===== src/inc/adc_frontend_pkg.sv =====
// shared constants for the adc input port front end
// assumes one 20 MHz system clock; all control bits arrive as plain ports
package adc_frontend_pkg;
    localparam int MANT_W      = 16;    // mantissa width per port
    localparam int EXP_W       = 3;     // exponent width per port
    localparam int XBAR_W      = 3;     // crossbar selector width
    localparam int NUM_PORTS   = 4;
    localparam int NUM_CH      = 6;     // processing channels served
    localparam int MULT_W      = 5;     // multiplier field width
    localparam int PREDIV_W    = 2;     // predivider field width
    localparam int CREDIT_W    = 8;     // rate credit accumulator width

    // crossbar codes
    localparam logic [XBAR_W-1:0] SEL_PORT_A = 3'h0;
    localparam logic [XBAR_W-1:0] SEL_PORT_B = 3'h1;
    localparam logic [XBAR_W-1:0] SEL_PORT_C = 3'h2;
    localparam logic [XBAR_W-1:0] SEL_PORT_D = 3'h3;

    // multiplier valid range, anything else is bypass
    localparam logic [MULT_W-1:0] MULT_MIN = 5'h04;
    localparam logic [MULT_W-1:0] MULT_MAX = 5'h14;

    // predivider codes
    localparam logic [PREDIV_W-1:0] PREDIV_1 = 2'h0;
    localparam logic [PREDIV_W-1:0] PREDIV_2 = 2'h1;
    localparam logic [PREDIV_W-1:0] PREDIV_4 = 2'h2;
    localparam logic [PREDIV_W-1:0] PREDIV_8 = 2'h3;

    // values after reset
    localparam logic [MULT_W-1:0]   MULT_RESET   = 5'h00;  // bypass
    localparam logic [PREDIV_W-1:0] PREDIV_RESET = 2'h0;
    localparam logic                DIFF_RESET   = 1'b0;   // single-ended

    // pad calibration duration
    localparam int CLK_PERIOD_NS = 50;
    localparam int CAL_TIME_NS   = 2000;
    localparam int CAL_CYCLES    = (CAL_TIME_NS + CLK_PERIOD_NS - 1) / CLK_PERIOD_NS;
    localparam int CAL_CNT_W     = 8;

    typedef enum logic [1:0] {
        CAL_IDLE = 2'b01,
        CAL_RUN  = 2'b10
    } cal_state_t;
endpackage : adc_frontend_pkg


===== src/rtl/adc_input_port_frontend.sv =====
// four adc input ports with complex pairing, channel crossbar, pad mode and clock rate multiplier
// assumes control bits held steady by software; port clocks much slower than clk
`timescale 1ns/1ns
module adc_input_port_frontend
    import adc_frontend_pkg::*;
#(
    parameter int CH = NUM_CH
) (
    input  wire logic                  clk,
    input  wire logic                  rst,
    input  wire logic [NUM_PORTS-1:0]  port_sample_clock,
    input  wire logic [NUM_PORTS-1:0]  clk_invert,
    input  wire logic [MANT_W-1:0]     port_a_mantissa,
    input  wire logic [MANT_W-1:0]     port_b_mantissa,
    input  wire logic [MANT_W-1:0]     port_c_mantissa,
    input  wire logic [MANT_W-1:0]     port_d_mantissa,
    input  wire logic [EXP_W-1:0]      port_a_scale_pins,
    input  wire logic [EXP_W-1:0]      port_b_scale_pins,
    input  wire logic [EXP_W-1:0]      port_c_scale_pins,
    input  wire logic [EXP_W-1:0]      port_d_scale_pins,
    input  wire logic [NUM_PORTS-1:0]  gain_ctrl_en,
    input  wire logic [4*EXP_W-1:0]    gain_code,
    output logic      [4*EXP_W-1:0]    scale_pins_out_r,
    output logic      [NUM_PORTS-1:0]  scale_pins_oe_n_r,
    input  wire logic                  pair_ab_en,
    input  wire logic                  pair_cd_en,
    input  wire logic [XBAR_W*CH-1:0]  ch_xbar_sel,
    input  wire logic [CH-1:0]         ch_complex_sel,
    output logic      [MANT_W*CH-1:0]  ch_i_data_r,
    output logic      [MANT_W*CH-1:0]  ch_q_data_r,
    output logic      [CH-1:0]         ch_valid_r,
    input  wire logic                  diff_ctrl_wr,
    input  wire logic                  diff_single_ended_bit,
    input  wire logic                  diff_cal_bit,
    output logic                       diff_mode_r,
    output logic                       cal_busy_r,
    input  wire logic [MULT_W-1:0]     pll_mult,
    input  wire logic [PREDIV_W-1:0]   pll_prediv,
    output logic                       pll_bypass_r,
    output logic                       proc_clk_tick_r
);
    // elaboration check: channel count the crossbar can serve
    if (CH < 1 || CH > 8) begin : g_bad_ch
        $error("adc_input_port_frontend: channel count out of range");
    end

    logic [MANT_W-1:0]    mant_pins [NUM_PORTS];
    logic [EXP_W-1:0]     exp_pins  [NUM_PORTS];
    logic [MANT_W-1:0]    sample    [NUM_PORTS];
    logic [NUM_PORTS-1:0] valid;
    logic [NUM_PORTS-1:0] ovr_en;
    logic [EXP_W-1:0]     ovr_code  [NUM_PORTS];
    logic [NUM_PORTS-1:0] drive_en;
    logic [NUM_PORTS-1:0] leg_valid;
    logic [NUM_PORTS-1:0] port_clk_eff;

    // pin groups in port order
    always_comb begin
        mant_pins[0] = port_a_mantissa;
        mant_pins[1] = port_b_mantissa;
        mant_pins[2] = port_c_mantissa;
        mant_pins[3] = port_d_mantissa;
        exp_pins[0]  = port_a_scale_pins;
        exp_pins[1]  = port_b_scale_pins;
        exp_pins[2]  = port_c_scale_pins;
        exp_pins[3]  = port_d_scale_pins;
    end

    // exponent pin direction and the code each port rescales with
    always_comb begin
        for (int p = 0; p < NUM_PORTS; p++) begin
            drive_en[p] = gain_ctrl_en[p];
            ovr_en[p]   = gain_ctrl_en[p];
            ovr_code[p] = gain_code[p*EXP_W +: EXP_W];
        end
        // in single-ended pad mode the second port of a pair follows the first and never drives
        if (pair_ab_en && !diff_mode_r) begin
            drive_en[1] = 1'b0;
            ovr_en[1]   = gain_ctrl_en[0];
            ovr_code[1] = gain_code[0 +: EXP_W];
        end
        if (pair_cd_en && !diff_mode_r) begin
            drive_en[3] = 1'b0;
            ovr_en[3]   = gain_ctrl_en[2];
            ovr_code[3] = gain_code[2*EXP_W +: EXP_W];
        end
        // differential legs B and D keep their own clock but offer no valid sample to the crossbar
        port_clk_eff = port_sample_clock;
        leg_valid    = valid;
        if (diff_mode_r) begin
            leg_valid[1] = 1'b0;
            leg_valid[3] = 1'b0;
        end
    end

    // one capture path per port
    for (genvar p = 0; p < NUM_PORTS; p++) begin : g_port
        adc_port_capture #(
            .MW (MANT_W),
            .EW (EXP_W)
        ) u_capture (
            .clk             (clk),
            .rst             (rst),
            .port_clk        (port_clk_eff[p]),
            .clk_invert      (clk_invert[p]),
            .mant_pin        (mant_pins[p]),
            .exp_pin         (exp_pins[p]),
            .exp_override_en (ovr_en[p]),
            .exp_override    (ovr_code[p]),
            .sample_r        (sample[p]),
            .valid_r         (valid[p])
        );
    end

    logic [MANT_W*CH-1:0] ch_i_nxt, ch_q_nxt;
    logic [CH-1:0]        ch_valid_nxt;
    logic [4*EXP_W-1:0]   scale_out_nxt;
    logic [NUM_PORTS-1:0] scale_oe_n_nxt;

    // crossbar: real or complex source per channel
    always_comb begin
        logic [XBAR_W-1:0] sel;
        sel           = '0;
        ch_i_nxt      = ch_i_data_r;
        ch_q_nxt      = ch_q_data_r;
        ch_valid_nxt  = '0;
        for (int c = 0; c < CH; c++) begin
            sel = ch_xbar_sel[c*XBAR_W +: XBAR_W];
            if (sel == SEL_PORT_A || sel == SEL_PORT_B || sel == SEL_PORT_C || sel == SEL_PORT_D) begin
                if (leg_valid[sel[1:0]]) begin
                    ch_valid_nxt[c]           = 1'b1;
                    ch_i_nxt[c*MANT_W +: MANT_W] = sample[sel[1:0]];
                    ch_q_nxt[c*MANT_W +: MANT_W] = '0;
                    // complex pick on the first port of an enabled pair
                    if (ch_complex_sel[c] && !diff_mode_r) begin
                        if (sel == SEL_PORT_A && pair_ab_en) begin
                            ch_q_nxt[c*MANT_W +: MANT_W] = sample[1];
                        end else if (sel == SEL_PORT_C && pair_cd_en) begin
                            ch_q_nxt[c*MANT_W +: MANT_W] = sample[3];
                        end
                    end
                end
            end
        end
        for (int p = 0; p < NUM_PORTS; p++) begin
            scale_out_nxt[p*EXP_W +: EXP_W] = drive_en[p] ? gain_code[p*EXP_W +: EXP_W] : '0;
            scale_oe_n_nxt[p]               = ~drive_en[p];
        end
    end

    always_ff @(posedge clk or posedge rst) begin
        if (rst) begin
            ch_i_data_r       <= '0;
            ch_q_data_r       <= '0;
            ch_valid_r        <= '0;
            scale_pins_out_r  <= '0;
            scale_pins_oe_n_r <= '1;
        end else begin
            ch_i_data_r       <= ch_i_nxt;
            ch_q_data_r       <= ch_q_nxt;
            ch_valid_r        <= ch_valid_nxt;
            scale_pins_out_r  <= scale_out_nxt;
            scale_pins_oe_n_r <= scale_oe_n_nxt;
        end
    end

    // pad mode and calibration sequencer
    cal_state_t           cal_state_r, cal_state_nxt;
    logic [CAL_CNT_W-1:0] cal_cnt_r, cal_cnt_nxt;
    logic                 diff_mode_nxt, cal_busy_nxt;

    always_comb begin
        diff_mode_nxt = diff_mode_r;
        cal_state_nxt = cal_state_r;
        cal_cnt_nxt   = cal_cnt_r;
        if (diff_ctrl_wr) begin
            diff_mode_nxt = ~diff_single_ended_bit;
        end
        case (cal_state_r)
            CAL_IDLE: begin
                if (diff_ctrl_wr && diff_cal_bit) begin
                    cal_state_nxt = CAL_RUN;
                    cal_cnt_nxt   = CAL_CNT_W'(CAL_CYCLES - 1);
                end
            end
            CAL_RUN: begin
                if (cal_cnt_r == '0) begin
                    cal_state_nxt = CAL_IDLE;
                end else begin
                    cal_cnt_nxt = cal_cnt_r - 1'b1;
                end
            end
            default: begin
                cal_state_nxt = CAL_IDLE;
                cal_cnt_nxt   = '0;
            end
        endcase
        cal_busy_nxt = (cal_state_nxt == CAL_RUN);
    end

    always_ff @(posedge clk or posedge rst) begin
        if (rst) begin
            diff_mode_r <= DIFF_RESET;
            cal_state_r <= CAL_IDLE;
            cal_cnt_r   <= '0;
            cal_busy_r  <= 1'b0;
        end else begin
            diff_mode_r <= diff_mode_nxt;
            cal_state_r <= cal_state_nxt;
            cal_cnt_r   <= cal_cnt_nxt;
            cal_busy_r  <= cal_busy_nxt;
        end
    end

    // processing clock rate: credit of M per port A sample, one tick per N of credit
    logic [MULT_W-1:0]   mult_r;
    logic [PREDIV_W-1:0] prediv_r;
    logic [CREDIT_W-1:0] credit_r, credit_nxt;
    logic                tick_nxt, bypass_nxt;
    logic [CREDIT_W-1:0] inc, div, sum;

    always_comb begin
        bypass_nxt = (mult_r < MULT_MIN) || (mult_r > MULT_MAX);
        inc        = bypass_nxt ? CREDIT_W'(1) : CREDIT_W'(mult_r);
        case (prediv_r)
            PREDIV_1: div = CREDIT_W'(1);
            PREDIV_2: div = CREDIT_W'(2);
            PREDIV_4: div = CREDIT_W'(4);
            PREDIV_8: div = CREDIT_W'(8);
            default:  div = CREDIT_W'(1);
        endcase
        if (bypass_nxt) begin
            div = CREDIT_W'(1);
        end
        sum      = credit_r + (valid[0] ? inc : '0);
        tick_nxt = (sum >= div);
        credit_nxt = tick_nxt ? sum - div : sum;
    end

    always_ff @(posedge clk or posedge rst) begin
        if (rst) begin
            mult_r          <= MULT_RESET;
            prediv_r        <= PREDIV_RESET;
            credit_r        <= '0;
            proc_clk_tick_r <= 1'b0;
            pll_bypass_r    <= 1'b1;
        end else begin
            mult_r          <= pll_mult;
            prediv_r        <= pll_prediv;
            credit_r        <= credit_nxt;
            proc_clk_tick_r <= tick_nxt;
            pll_bypass_r    <= bypass_nxt;
        end
    end
endmodule : adc_input_port_frontend


===== src/rtl/adc_port_capture.sv =====
// one adc input port: pin synchroniser, edge-selected capture and exponent rescale
// assumes port clock, mantissa and exponent pins are asynchronous to clk
`timescale 1ns/1ns
module adc_port_capture
    import adc_frontend_pkg::*;
#(
    parameter int MW = MANT_W,
    parameter int EW = EXP_W
) (
    input  wire logic          clk,
    input  wire logic          rst,
    input  wire logic          port_clk,
    input  wire logic          clk_invert,
    input  wire logic [MW-1:0] mant_pin,
    input  wire logic [EW-1:0] exp_pin,
    input  wire logic          exp_override_en,
    input  wire logic [EW-1:0] exp_override,
    output logic      [MW-1:0] sample_r,
    output logic               valid_r
);
    // elaboration check: widths the shifter and pin groups can serve
    if (MW < 2 || EW < 1 || EW > 4) begin : g_bad_width
        $error("adc_port_capture: unsupported widths");
    end

    logic [2:0]    clk_sync_r;
    logic [MW-1:0] mant1_r, mant2_r, mant3_r;
    logic [EW-1:0] exp1_r, exp2_r, exp3_r;
    logic          level_r, level_nxt;
    logic [MW-1:0] sample_nxt;
    logic          valid_nxt;
    logic          agree;
    logic [EW-1:0] shift;

    // level changes once stages two and three agree; capture on the chosen edge
    always_comb begin
        agree      = (clk_sync_r[1] == clk_sync_r[2]);
        level_nxt  = agree ? clk_sync_r[2] : level_r;
        shift      = exp_override_en ? exp_override : exp3_r;
        valid_nxt  = 1'b0;
        sample_nxt = sample_r;
        if (agree && (clk_sync_r[2] != level_r) && (clk_sync_r[2] == ~clk_invert)) begin
            valid_nxt  = 1'b1;
            sample_nxt = MW'($signed(mant3_r) >>> shift);
        end
    end

    // three-stage synchronisers and capture registers
    always_ff @(posedge clk or posedge rst) begin
        if (rst) begin
            clk_sync_r <= 3'h0;
            mant1_r    <= '0;
            mant2_r    <= '0;
            mant3_r    <= '0;
            exp1_r     <= '0;
            exp2_r     <= '0;
            exp3_r     <= '0;
            level_r    <= 1'b0;
            sample_r   <= '0;
            valid_r    <= 1'b0;
        end else begin
            clk_sync_r <= {clk_sync_r[1:0], port_clk};
            mant1_r    <= mant_pin;
            mant2_r    <= mant1_r;
            mant3_r    <= mant2_r;
            exp1_r     <= exp_pin;
            exp2_r     <= exp1_r;
            exp3_r     <= exp2_r;
            level_r    <= level_nxt;
            sample_r   <= sample_nxt;
            valid_r    <= valid_nxt;
        end
    end
endmodule : adc_port_capture


===== config.mk =====
export PLATFORM = sky130hd
export DESIGN_NAME = adc_input_port_frontend
export DESIGN_NICKNAME = d
export VERILOG_FILES = /design/src/inc/adc_frontend_pkg.sv /design/src/rtl/adc_input_port_frontend.sv /design/src/rtl/adc_port_capture.sv
export SDC_FILE = /design/constraint.sdc
export NUM_CORES = 1
export LEC_CHECK = 0
export ABC_AREA = 1
export BUFFER_PORTS_ARGS = -buffer_cell sky130_fd_sc_hd__buf_2
export CELL_PAD_IN_SITES_DETAIL_PLACEMENT = 2
export CELL_PAD_IN_SITES_GLOBAL_PLACEMENT = 2
export CORE_UTILIZATION = 30
export CTS_BUF_LIST = sky130_fd_sc_hd__clkbuf_4 sky130_fd_sc_hd__clkbuf_8
export CTS_CLUSTER_SIZE = 10
export DETAILED_ROUTE_END_ITERATION = 16
export PLACE_DENSITY = 0.78
export SYNTH_ARGS = -nofsm -noshare
export SYNTH_HDL_FRONTEND = slang
export SYNTH_SLANG_ARGS = --single-unit

===== constraint.sdc =====
create_clock -name clk -period 20.6 [get_ports clk]
set_input_delay 2.06 -clock clk [delete_from_list [all_inputs] [get_ports clk]]
set_output_delay 2.06 -clock clk [all_outputs]
set_load 0.01 [all_outputs]

==> results of run 1 <==
==> Yosys cell counts, drive strengths merged (5+ instances only) <==
cell and number:
a21oi 165, o22ai 14, ha 13, dfrtp 549, nand3 179, o21a 9, o21ai 569, dfstp 6
buf 65, nand2 866, o211ai 7, a31oi 12, nor2 230, inv 189, clkbuf 97, nor3 5
==> kinds of logic after synthesis <==
logic type | after synthesis | synth area share [%]
AND/OR/NAND/NOR | 1290 | 21.11
AO/OA/AOI/OAI | 789 | 16.43
flip-flops | 555 | 55.61
buffers and inverters | 352 | 5.788
adder cells (fa/ha/maj) | 16 | 0.8513
XOR/XNOR | 6 | 0.2103
==> metal layers <==
metal / share of wire, % / track usage, % / up-vias
met5: 0.13 / 0 / -
met4: 2.4 / 7.136 / 20
met3: 6.2 / 4.979 / 176
met2: 46 / 37.73 / 662
met1: 45 / 32.02 / 11600
li1: - / - / 10480
==> cell type report <==
class / instances / share of cell area [%]
Antenna cell: 3 / 0.02516
Tap cell: 1070 / 4.486
Clock buffer: 156 / 6.629
Timing Repair Buffer: 371 / 6.440
Sequential cell: 555 / 46.57
Clock inverter: 30 / 1.015
Inverter: 190 / 2.415
Multi-Input combinational cell: 2101 / 32.42
==> through the flow <==
| stage | power [uW] | worst slack [ps] | hold slack [ps] |
|---|---|---|---|
| after floorplan | 1796 | 3031 | 331.2 |
| after global placement | 2154 | 15900 | 332.7 |
| after detailed placement | 2185 | 15760 | 335.6 |
| after CTS | 3383 | 16540 | 321.1 |
| after global routing | 3524 | 16280 | 320.0 |
| final | 3343 | 16480 | 318.7 |
==> power by group through the flow <==
stage / sequential [uW] / clock (uW) / combinational, uW
floorplan: 1370 / 0 / 423
global placement: 1450 / 0 / 707
detailed placement: 1450 / 0 / 736
CTS: 1430 / 1210 / 742
global route: 1450 / 1250 / 822
finish: 1440 / 1170 / 737
==> sequential cells by signal (all words and copies together), names as in the netlist, 64 cells and up <==
signal,cells
ch_i_data_r,96
g_port.u_capture.mant2_r,64
g_port.u_capture.sample_r,64
g_port.u_capture.mant3_r,64
g_port.u_capture.mant1_r,64
ch_q_data_r,96
==> worst paths after layout <==
kind                                               startpoint                         endpoint  slack, ps  cells after the start
min in group asynchronous                                 rst              scale_pins_out_r[7]       1530                      2
worst max register to register                      mult_r[0]                      credit_r[1]      17110                     20
worst max-delay path                          ch_xbar_sel[12]                  ch_q_data_r[65]      16480                      8
worst min-delay path            g_port[3].u_capture.exp2_r[0]    g_port[3].u_capture.exp3_r[0]        320                      0
max in group asynchronous                                 rst  g_port[1].u_capture.mant1_r[14]      17010                      4
worst min register to register  g_port[3].u_capture.exp2_r[0]    g_port[3].u_capture.exp3_r[0]        320                      0
==> impl_metrics.ini, run 1 <==
[run_status]
status = complete, no violations

[setup_path]
required_ps = 21250
crit_path_top_delay_cell = buf_2
worst_path_most_repeated_cell = nand2_1
crit_path_max_incr_delay_ps = 610
cp_top_family = buffers and inverters
path_max_fanout = 49
worst-path-buf-inv = 4
worstPathArrival_ps = 4780
start_kind = input pin
crit_chain = buf_2 -> inv_1 -> a21oi_1 -> a211oi_4 -> buf_4 -> inv_2 -> nand2_1 -> nand2_1
crit_path_end_kind = flip-flop
crit_type = input pin to flip-flop

[clocking]
clk_pin_slew_ps = 60
cts-root-buf = clkbuf_8
clock_tree.buffer_depth = 3
clock_sink_count = 555
cts_tree = yes
htreeDepth = 3
ctsHoldBuffers = 0
clk_latency_ps = 750
cts-resized-gates = 0
numCtsBuffers = 101
postCtsSetupBuffers = 0

[sta]
finalHoldViolCount = 0
drv_slew = 0
fin_crit_sh_pct = 20.01
slew_headroom_pct = 33.91
period_needed_ps = 4123
setup_viol = 0
clock.fmax_mhz = 242.6
worstMarginPinSlew_ps = 988.6
rsz0062_at_grt = false
skew_ps = 53.13
tns_ps = 0

[power]
p_per_area_nw_per_um2 = 112.0
power_leakage_uw = 0.01485
pwr-share-clk_pct = 35.0
ir_drop_mv = 0.05065
seqPwrFrac_pct = 43.0
pwr-share-comb_pct = 22.0
p_sw_uw = 1217
swShare_pct = 36.40
p_int_uw = 2126

[synthesis]
async_reset_ff_share_pct = 100.0
synth_seq_area_share_pct = 55.61
ys_types = 48
synth_area_leaders = dfrtp_1 (55%), nand2_1 (13%), o21ai_0 (11%)
mappedNetlistArea_sq_um = 24990
synth_top_area_cell = dfrtp_1
synth-warning-count = 0
postSynthCellCount = 3008
synthesis.nets = 3161
synth_edf_count = 0
ys_seq_elements = 555
synth_top_area_share_pct = 54.98
syn_avg_cell_area_sq_um = 8.307
synth_top_flop_cell = dfrtp_1

[layout]
area_growth_pct = 19.42
final_common_cell = nand2_1
multi_input_area_sq_um = 9676
final_core_util_pct = 36.28
nNetsFinal = 3473
fillCellCount = 9398
seqCellArea_sq_um = 13900
drive_gt1_share_pct = 18.19
mostFrequentLayoutCells = nand2_1 (843), dfrtp_1 (549), o21ai_0 (534), buf_2 (355), nor2_1 (227)
fin_cells = 4476
final_area_sq_um = 29840

[routing]
antenna_violating_nets_post_route = 0
drc_errors = 0
drt_iter0_drc = 1656
wl_per_cell_um = 22.39
vias = 22940
wirelength_um = 100200
dr.pass1.iters = 5
via_per_inst = 5.125

[die]
die_w_um = 290.6
initial_core_util_pct = 30.38
ios = 356
die_area_sq_um = 84450
std_cell_rows = 105
die_y_um = 290.6
core-area_sq_um = 82240

[grt]
antenna_found_initial = 13
grt-ovfl-total = 0
globalRouteTotalUtil_pct = 23.61
grt_pass1_wl_um = 152900
grt_pass1_vias = 24220
grt_max_degree = 160

[place]
place_congestion = 0.8508
place_area_sq_um = 27550
portBuffers = 355
dp.cells = 4287
hpwl_um = 71820

[job]
drv_cap = 0

[worst_hold_path]
min-delay-path-class = flip-flop to flip-flop
(Power assumes the default switching activity.)
==> inputs of run 2 (changes only) <==
Clock period 20.6 ns to 4.3 ns, I/O delays scaled along.
==> run 2 against run 1 <==
Compared with the run above:
- design area rose by 3.2%
- sequential cell count did not move
- setup slack got worse by 16000 ps
- core utilization rose by 1.2 points
- critical endpoint is now credit_r[0]
- first-iteration DRC count fell by 24%
- highest routed layer unchanged
- power rose to 4.7 times the previous value
==> impl_metrics.ini, run 2 (synthesis gave the netlist of run 1 again) <==
[run_status]
status = complete, no violations

[setup_path]
worstPathArrival_ps = 4120
cp_top_family = simple AND/OR/NAND/NOR gates
reg2regPathDepth = 19
crit_path_top_delay_cell = fa_1
worst-path-buf-inv = 2
crit_chain = o21ai_0 -> nand3_1 -> nand2_1 -> inv_1 -> nor2_1 -> nor2_1 -> ha_1 -> inv_1 -> fa_1 -> xnor2_1 -> ha_1 -> nand3_1 -> o211ai_1 -> nor2_1 -> nand2_1 -> nor2_1 -> nand2_1 -> nand2_1 -> o21ai_0
rrSetupSlack_ps = 760
crit_path_max_incr_delay_ps = 450
start_kind = flip-flop
cp.depth = 19
required_ps = 4880
path_max_fanout = 11
crit_type = flip-flop to flip-flop
crit_path_end_kind = flip-flop

[clocking]
clock_tree.buffer_depth = 3
numCtsBuffers = 97
clk_latency_ps = 740
clk_pin_slew_ps = 60
clock_sink_count = 555
htreeDepth = 3
postCtsSetupBuffers = 0
cts-root-buf = clkbuf_8
cts_tree = yes

[place]
portBuffers = 355
hpwl_um = 72620
place_congestion = 0.8719
place_area_sq_um = 27620

[layout]
area_growth_pct = 23.28
fillCellCount = 9397
drive_gt1_share_pct = 17.56
nNetsFinal = 3581
reg_top3 = ch_i_data_r x96, ch_q_data_r x96
mostFrequentLayoutCells = nand2_1 (843), dfrtp_1 (549), o21ai_0 (534), buf_2 (355), nor2_1 (227)
seqCellArea_sq_um = 13900
final_area_sq_um = 30810
final_common_cell = nand2_1
multi_input_area_sq_um = 9676

[sta]
slew_headroom_pct = 31.31
finalHoldViolCount = 0
fin_crit_sh_pct = 82.40
rsz0062_at_grt = false
worstMarginPinSlew_ps = 1028
drv_slew = 0
skew_ps = 37.82
clock.fmax_mhz = 282.2
setup_viol = 0
tns_ps = 0
period_needed_ps = 3543

[power]
power_leakage_uw = 0.01524
ir_drop_mv = 0.2881
p_per_area_nw_per_um2 = 514.5

[grt]
antenna_found_initial = 9
grt_max_degree = 148
grt-ovfl-total = 0
grt_pass1_wl_um = 157300
globalRouteTotalUtil_pct = 24.29
grt_pass1_vias = 25050

[routing]
drt_iter0_drc = 1251
vias = 23240
antenna_violating_nets_post_route = 0
drc_errors = 0
wl_per_cell_um = 22.50
via_per_inst = 5.077
wirelength_um = 103000
dr.pass1.iters = 5

[die]
core-area_sq_um = 82240
ios = 356
std_cell_rows = 105
die_y_um = 290.6
die_w_um = 290.6
initial_core_util_pct = 30.38
die_area_sq_um = 84450

[job]
drv_cap = 0

[worst_hold_path]
min-delay-path-class = input pin to flip-flop
hold_depth = 3
-- run 2: layer usage --
metal / vias to the layer above / global-route usage [%] / part of all wire, % / routed length, um
met4: 10 / 8.324 / 3.0 / 3111
met3: 171 / 5.070 / 6.3 / 6526
met2: 610 / 39.20 / 46 / 47880
met1: 11760 / 32.26 / 44 / 45410
met5: - / 0 / 0.061 / 63
li1: 10680 / - / - / -
-- run 2: worst register-to-register path: stages, from the launching register on --
cell	delay, ps
dfrtp_1	360
o21ai_0	90
nand3_1	100
nand2_1	150
inv_1	140
nor2_1	50
nor2_1	90
ha_1	220
inv_1	80
fa_1	450
xnor2_1	330
ha_1	350
nand3_1	90
o211ai_1	100
nor2_1	160
nand2_1	90
nor2_1	120
nand2_1	240
nand2_1	140
o21ai_0	80
-- run 2: area by class of cell --
class	instances	area share, %
tap	1070	4.346
inverter	190	2.327
clock buffer	144	5.946
multi-input combinational	2101	31.41
antenna	4	0.03249
clock inverter	30	0.9788
timing repair buffer	483	9.853
sequential	555	45.11
-- run 2: stage by stage --
| step | utilization [%] | instances | hold WS, ps | power (uW) | setup slack (ps) |
|---|---|---|---|---|---|
| after floorplan | - | 3008 | 331.2 | 8607 | -3679 |
| after global placement | 33.59 | 4295 | 332.6 | 10300 | 993.2 |
| after detailed placement | 33.59 | 4295 | 335.6 | 10460 | 854.8 |
| after CTS | 37.45 | 4573 | 3.985 | 15990 | 718.1 |
| after global routing | 37.45 | 4574 | 49.88 | 16680 | 368.6 |
| final | 37.46 | 4577 | 62.73 | 15850 | 757.0 |
-- run 2: worst paths after layout --
kind                                                    start                            end
worst max-delay path                                mult_r[2]                    credit_r[0]
worst min-delay path                        ch_complex_sel[0]                ch_q_data_r[14]
worst max register to register                      mult_r[2]                    credit_r[0]
worst min register to register  g_port[1].u_capture.exp2_r[1]  g_port[1].u_capture.exp3_r[1]
max in group asynchronous                                 rst                 ch_i_data_r[0]
min in group asynchronous                                 rst  g_port[1].u_capture.exp1_r[0]
-- run 2: timing repair --
| action | in CTS | in global routing |
|---|---|---|
| hold buffers | 104 | 0 |
| gates resized for setup | 0 | 0 |
| endpoints found under the hold margin | 112 | 0 |
-- run 2: where the power goes --
part           internal, uW  switching, uW
combinational          1140           2450
clock                  2950           2420
sequential             5920            973
total                 10000           5840
